`src/cafm_map.svh`:
```
// Constants for the accumulator-to-file copy decoder.
// Assumes a single core clock; included by the package and the design module.
//
// Functional notes
// RULE1 - Opcode 00_0000_1 plus seven-bit file address
// RULE2 - Copy accumulator unchanged; accumulator, flags untouched
// RULE3 - One word, one cycle of four phases
// RULE4 - Decode, read, process, write in phases one-four
`ifndef CAFM_MAP_SVH
`define CAFM_MAP_SVH
`define CAFM_INSTR_W      14
`define CAFM_ADDR_W       7
`define CAFM_DATA_W       8
`define CAFM_OPC_HI       13
`define CAFM_OPC_LO       7
`define CAFM_OPC_VALUE    7'h01
`define CAFM_ACC_RESET    8'h00
`endif

```
`src/cafm_pkg.sv`:
```
// Types for the accumulator-to-file copy decoder.
// Assumes cafm_map.svh is on the include path.
`include "cafm_map.svh"
package cafm_pkg;
    // Phase of the instruction cycle
    typedef enum logic [1:0] {PH_Q1, PH_Q2, PH_Q3, PH_Q4} cafm_phase_type;

    // File register write request
    typedef struct packed {
        logic                         we;
        logic [`CAFM_ADDR_W-1:0]      addr;
        logic [`CAFM_DATA_W-1:0]      data;
    } cafm_wr_type;
endpackage : cafm_pkg

```
`src/cafm_copy_acc_to_file.sv`:
```
// Executes the copy_acc_to_file instruction over one four-phase cycle.
// Assumes instr_i is held stable by the fetch logic for a full cycle and
// that instr_valid_i is sampled in phase Q1 only.
`timescale 1ns/10ps
`include "cafm_map.svh"
module cafm_copy_acc_to_file
    import cafm_pkg::*;
(
    // Clock and reset
    input  wire logic                    clk_sys_i,
    input  wire logic                    resetn_i,
    // Instruction stream
    input  wire logic                    instr_valid_i,
    input  wire logic [`CAFM_INSTR_W-1:0] instr_i,
    // Accumulator load from other instructions
    input  wire logic                    acc_we_i,
    input  wire logic [`CAFM_DATA_W-1:0] acc_data_i,
    // Status
    output logic      [1:0]              phase_o,
    output logic                         hit_o,
    output logic [`CAFM_DATA_W-1:0]      acc_o,
    // File register write port
    output cafm_wr_type                  file_wr_o
);

    // Limitation: the word must be held through Q1; a change later in the
    // cycle only reaches the next decode, never the write already in flight.

    // Phase sequencer: current phase and the phase after the next edge
    cafm_phase_type               phase_reg;
    cafm_phase_type               phase_next;

    // Decode result, taken in Q1 and held until the next Q1
    logic                         hit_reg;
    logic                         hit_next;

    // File address captured from the word in Q1
    logic [`CAFM_ADDR_W-1:0]      addr_reg;
    logic [`CAFM_ADDR_W-1:0]      addr_next;

    // Working accumulator, loaded only by other instructions
    logic [`CAFM_DATA_W-1:0]      acc_reg;
    logic [`CAFM_DATA_W-1:0]      acc_next;

    // Operand read in Q2; a copy, so a later load cannot disturb it
    logic [`CAFM_DATA_W-1:0]      data_reg;
    logic [`CAFM_DATA_W-1:0]      data_next;

    // Write request fields, each in its own flip-flop
    logic                         we_reg;
    logic                         we_next;
    logic [`CAFM_ADDR_W-1:0]      wr_addr_reg;
    logic [`CAFM_ADDR_W-1:0]      wr_addr_next;
    logic [`CAFM_DATA_W-1:0]      wr_data_reg;
    logic [`CAFM_DATA_W-1:0]      wr_data_next;
    cafm_wr_type                  wr_bus;

    // Named decode wires
    logic                         in_q1;
    logic                         in_q2;
    logic                         in_q3;
    logic                         in_q4;
    logic [`CAFM_OPC_HI-`CAFM_OPC_LO:0] opc_field;
    logic                         opc_match;
    logic [`CAFM_ADDR_W-1:0]      addr_field;
    logic                         decode_hit;

    // One wire per phase keeps the per-register selects readable
    assign in_q1 = (phase_reg == PH_Q1);
    assign in_q2 = (phase_reg == PH_Q2);
    assign in_q3 = (phase_reg == PH_Q3);
    assign in_q4 = (phase_reg == PH_Q4);

    // Opcode match on the upper seven bits; the low seven name the file
    assign opc_field  = instr_i[`CAFM_OPC_HI:`CAFM_OPC_LO]; // RULE1
    assign opc_match  = (opc_field == `CAFM_OPC_VALUE); // RULE1
    assign addr_field = instr_i[`CAFM_ADDR_W-1:0]; // RULE1

    // Only a valid word seen in Q1 starts a copy; later phases ignore the bus
    assign decode_hit = instr_valid_i && opc_match && in_q1; // RULE4

    // Q1: decode and capture the address
    assign hit_next  = in_q1 ? decode_hit : hit_reg; // RULE4
    assign addr_next = in_q1 ? addr_field : addr_reg;

    // Q2: read the accumulator as it stands before this edge
    assign data_next = in_q2 ? acc_reg : data_reg; // RULE4

    // Q3: pass the operand through unchanged to the write data
    assign wr_data_next = in_q3 ? data_reg : wr_data_reg; // RULE2

    // Q4: raise the strobe for exactly one clock and present the address
    assign we_next      = in_q4 && hit_reg; // RULE4
    assign wr_addr_next = in_q4 ? addr_reg : wr_addr_reg;

    // The copy never writes back the accumulator; only outside loads do
    assign acc_next = acc_we_i ? acc_data_i : acc_reg; // RULE2

    // Four phases wrap every cycle, one instruction per wrap
    always_comb
    begin
        case (phase_reg)
            PH_Q1:   phase_next = PH_Q2;
            PH_Q2:   phase_next = PH_Q3;
            PH_Q3:   phase_next = PH_Q4;
            default: phase_next = PH_Q1;
        endcase
    end // RULE3

    // Register bank: one short process per flip-flop group. Every reset
    // value is a constant, so no register depends on another during reset
    // and the first edge after release always ends a clean Q1.

    // Phase register; reset parks the sequencer in Q1
    always_ff @(posedge clk_sys_i or negedge resetn_i)
    begin
        if (!resetn_i)
        begin
            phase_reg <= PH_Q1;
        end
        else
        begin
            phase_reg <= phase_next; // RULE3
        end
    end

    // Decode flag, refreshed only in Q1
    always_ff @(posedge clk_sys_i or negedge resetn_i)
    begin
        if (!resetn_i)
        begin
            hit_reg <= 1'b0;
        end
        else
        begin
            hit_reg <= hit_next; // RULE4
        end
    end

    // File address from the decoded word
    always_ff @(posedge clk_sys_i or negedge resetn_i)
    begin
        if (!resetn_i)
        begin
            addr_reg <= '0;
        end
        else
        begin
            addr_reg <= addr_next; // RULE1
        end
    end

    // Accumulator; this instruction only reads it
    always_ff @(posedge clk_sys_i or negedge resetn_i)
    begin
        if (!resetn_i)
        begin
            acc_reg <= `CAFM_ACC_RESET;
        end
        else
        begin
            acc_reg <= acc_next; // RULE2
        end
    end

    // Operand latched in Q2
    always_ff @(posedge clk_sys_i or negedge resetn_i)
    begin
        if (!resetn_i)
        begin
            data_reg <= '0;
        end
        else
        begin
            data_reg <= data_next; // RULE4
        end
    end

    // Write strobe, high for the one clock that follows Q4
    always_ff @(posedge clk_sys_i or negedge resetn_i)
    begin
        if (!resetn_i)
        begin
            we_reg <= 1'b0;
        end
        else
        begin
            we_reg <= we_next; // RULE4
        end
    end

    // Write address; holds until the next Q4
    always_ff @(posedge clk_sys_i or negedge resetn_i)
    begin
        if (!resetn_i)
        begin
            wr_addr_reg <= '0;
        end
        else
        begin
            wr_addr_reg <= wr_addr_next; // RULE4
        end
    end

    // Write data; set in Q3 so it is settled before the strobe rises
    always_ff @(posedge clk_sys_i or negedge resetn_i)
    begin
        if (!resetn_i)
        begin
            wr_data_reg <= '0;
        end
        else
        begin
            wr_data_reg <= wr_data_next; // RULE2
        end
    end

    // Outputs come straight from flip-flops, so they settle right after
    // the edge; the write fields are gathered into one struct for the port
    assign phase_o   = phase_reg; // RULE3
    assign hit_o     = hit_reg;
    assign acc_o     = acc_reg;
    assign wr_bus    = '{we: we_reg, addr: wr_addr_reg, data: wr_data_reg};
    assign file_wr_o = wr_bus;
endmodule : cafm_copy_acc_to_file

```
`config.mk`:
```
export PLATFORM = sky130hd
export DESIGN_NAME = cafm_copy_acc_to_file
export DESIGN_NICKNAME = d
export VERILOG_FILES = /design/src/cafm_pkg.sv /design/src/cafm_copy_acc_to_file.sv
export VERILOG_INCLUDE_DIRS = /design/src
export SDC_FILE = /design/constraint.sdc
export NUM_CORES = 1
export LEC_CHECK = 0
export BUFFER_PORTS_ARGS = -buffer_cell sky130_fd_sc_hd__buf_2
export CAP_MARGIN = 5
export CORE_AREA = 2 2 67 69
export CTS_CLUSTER_DIAMETER = 80
export DETAILED_ROUTE_END_ITERATION = 6
export DIE_AREA = 0 0 69 71
export PLACE_DENSITY = 0.68
export SYNTH_ARGS = -nofsm -noshare
export SYNTH_HDL_FRONTEND = slang
export SYNTH_SLANG_ARGS = --single-unit
```
`constraint.sdc`:
```
create_clock -name clk_sys_i -period 3.5 [get_ports clk_sys_i]
set_input_delay 0.175 -clock clk_sys_i [delete_from_list [all_inputs] [get_ports clk_sys_i]]
set_output_delay 0.175 -clock clk_sys_i [all_outputs]
set_load 0.01 [all_outputs]
```
Yosys cells after proc, flatten, opt, wreduce, memory -nomap -nowiden
Cells that the tools add are included.
Cells by class
  add/subtract/negate cells: 0
  multiply operators: 0
  div/mod/pow operators: 0
  order comparisons: 0
  equality and inequality tests: 4
  shifts and indexed selects: 0
  muxes and demuxes: 1
  bitwise operators: 0
  reductions and logical operators: 4
Operator list (number)
  7-bit by 1-bit equality test with 1-bit output, second input constant: 1
  2-bit case mux with 3 select lines: 1
  2-bit equality test, second input constant: 2
  1-bit logical AND: 3
  2-bit by 1-bit equality test with 1-bit output, second input constant: 1
  2-bit zero test: 1
Storage, ports and cells
  register bits: 42
  latch bits: 0
  bits in writable memories: 0
  memory bits (read-only): 0
  input port bits: 26
  memories: 0

Longest topological paths before layout
  word-level depth: 3
  gate-level depth with buffers: 5

Least setup slack after synthesis
OpenSTA, ideal clock, no wires.
  path kind: register to register
  start: register phase_reg[0], in the netlist phase_o[0]
  end: register wr_data_reg[0]
  setup time: 0.125 ns
  data arrival time: 1.112 ns
  data required time: 3.375 ns
  slack: 2.263 ns
  stages on the path, launching flop included: 5
  path buffers: 1
  period minus slack after synthesis: 1.237 ns
  path through: dfrtp_1 -> inv_1 -> ha_1 -> buf_6 -> mux2_4
On the way
  cells in the longest elaborated chain, start to end: 1
Ends and longest elaborated chain
  start: declaration: RTL line cafm_copy_acc_to_file.sv:30  | cafm_phase_type phase_reg;
  start signal: assignment: RTL line cafm_copy_acc_to_file.sv:123  | phase_reg <= phase_next;
  2-bit equality test: RTL line cafm_copy_acc_to_file.sv:71  | assign in_q3 = (phase_reg == PH_Q3);
  end signal: assignment: RTL line cafm_copy_acc_to_file.sv:214  | wr_data_reg <= wr_data_next;
  end: declaration: RTL line cafm_copy_acc_to_file.sv:54  | logic [`CAFM_DATA_W-1:0] wr_data_reg;
Every way passes these cells.
A chain may end at the register's enable or synchronous reset.

Worst setup path in the final report
  start: register phase_reg[0], in the netlist phase_o[0]
  end: register wr_data_reg[3]
The elaborated chain is that of the path after synthesis.

==> results.md <==
- Top cell type's share of synthesized area: 58.4%
- Delay of the slowest critical-path stage: 0.53 ns
- Layout cells sized above 1: 65.1%
- Critical path peak fanout: 9
- Worst vdd ir: 0.240 mV
- Final Wtd Congestion: 0.710
- Avg WL per Cell: 15.0 um
- IO buf count: 52
- Clk pin slew, worst setup/hold paths: 0.08 ns
- Synth Warn #: 0
- Starting DRT DRC Count: 32
- Placed cells: 196
- Pre-Repair DR Iteration Count: 3
- Crit end category: register
- Clock buffer depth: 2
- Slew margin rel.: 39.9%
- Gr ovfl total: 0
- Hold WC Path Type: in -> async
- Non-filler cells, final: 204
- Total die area: 0.00490 mm2
- Vias in the first global route: 969
- Outcome: finished clean
- Layout Nets: 181
- Most frequent cells in the layout: buf_2, dfrtp_1, mux2_4
- Setup TNS: 0 ns
- TritonCTS buffer count: 5
- Final WL: 3060 um
- Post-synthesis average cell area: 18.4 um2
- Crit-path cells: inv_1 > ha_1 > mux2_4
- Crit path arrival time: 1.68 ns
- Gate Count Post-Synth: 98
- First-pass GRT wire length: 5090 um
- Most common cell after layout, fill and taps aside: buf_2
- Number of clock sinks: 42
- Worst-Margin Slew: 0.902 ns
- Syn Nets: 128
- CTS tree: yes
- Synth top area cells: dfrtp_1, mux2_4, buf_6
- Core Rows: 24
- P&R area growth vs syn: 19.6%
- Final min period: 1.50 ns
- DRT antenna net count: 0
- Detailed Place HPWL: 2180 um
- Vias: 954
- Worst Skew: 0.00423 ns
- Pwr/cell area: 455 mW/mm2
- Area leader, netlist: dfrtp_1
- # IOs: 53
- Fmax: 666 MHz
- Required @ worst endpoint: 3.68 ns
- Die height: 71 um
- DRC: 0
- Hold_buf cts: 0
- Die width: 69 um
- Final setup vio count: 0
- Worst path slowest cell: ha_1
- Total Routing Usage GR: 13.6%
- WHS: 0.0106 ns
- WS Path Type: reg -> reg
- Register bit total from synthesis: 42
- Final hold violations: 0
- Post-cts sizing count: 0
- Starting Density: 42.8%
- Clk_lat worst skew: 0.29 ns
- Cell area after synthesis: 0.00180 mm2
- Root Driver: clkbuf_8
- Core Footprint: 0.00420 mm2
- N_diodes: 0
- Pin count of the biggest net entering global routing: 43
- Unrepaired setup endpoints after global routing: false
- H-tree Lvls: 2
- Max_cap viols: 0
- Via-to-Cell Ratio: 4.68
- Seq/Total Area, Yosys: 58.4%
- Initial antenna violation count: 0
- Fin util: 51.2%
- Period utilisation layout: 42.9%
- Worst setup SP type: register
- Post-CTS setup buffer count: 0
- Final Max Tran Viols: 0
- Yosys cell types: 11
- Leak: 1.11 nW
## through the flow
step	power [mW]	cell area [um2]	setup WS, ns
5_1_grt	1.03	2150	1.93
3_5_place_dp	0.674	2060	1.96
2_1_floorplan	0.618	1800	2.26
4_1_cts	0.989	2150	1.96
3_3_place_gp	0.669	2060	2.03
6_report	0.980	2150	2.00
## synthesized netlist by cell type
library cell,instances
dfrtp_1,42
mux2_4,38
buf_6,5
ha_1,4
inv_1,2
nor4b_2,2
a31o_1,1
and2_1,1
buf_4,1
nor2b_1,1
or2_1,1
## power breakdown
part	internal (mW)	leakage, nW	total, mW	switching, mW
Sequential	0.521	0.496	0.545	0.0237
Clock	0.159	0.0482	0.317	0.158
Combinational	0.0734	0.561	0.118	0.0445
Total	0.754	1.11	0.980	0.226
## final cells by class
class                      instances  area, um2
fill                             385       2050
sequential                        42       1050
multi-input combinational         48        678
timing repair buffer              52        260
clock buffer                       7       86.3
tap                               52       65.1
inverter                           2       7.51
clock inverter                     1       5.00
## final timing paths
kind                       slack [ns]  cells past startpoint           start        endpoint
max                              2.00                      3      phase_o[0]  wr_data_reg[3]
min                              0.01                      1        resetn_i  wr_addr_reg[3]
max reg2reg                      2.00                      3      phase_o[0]  wr_data_reg[3]
min reg2reg                      0.51                      1  wr_data_reg[4]  wr_data_reg[4]
max in group asynchronous        2.93                      1        resetn_i     data_reg[6]
min in group clk_sys_i           0.11                      2   acc_data_i[4]        acc_o[4]
## critical path: cells and delay by family, from the launching register on
kind                       cells  cell delay [ns]
adders and majority gates      1             0.53
DFF                            1             0.41
muxes                          1             0.35
buffers and inverters          1             0.10
## routing by layer
layer | track usage [%] | vias up | wire length [um]
li1 | - | 437 | -
met1 | 18.6 | 469 | 1430
met2 | 19.8 | 42 | 1350
met3 | 5.27 | 6 | 233
met4 | 5.23 | 0 | 45
met5 | 0 | - | 0
## kinds of logic (layout without fill, tap and decap cells)
family,count (synthesis),after routing,synth area share [%]
compound gates,1,1,0.487
fa+ha+maj,4,4,2.78
buf+inv,8,62,3.96
flops,42,42,58.4
mux,38,38,31.7
simple gates,5,5,2.71
No activity file was read; power rests on OpenSTA's default activity.
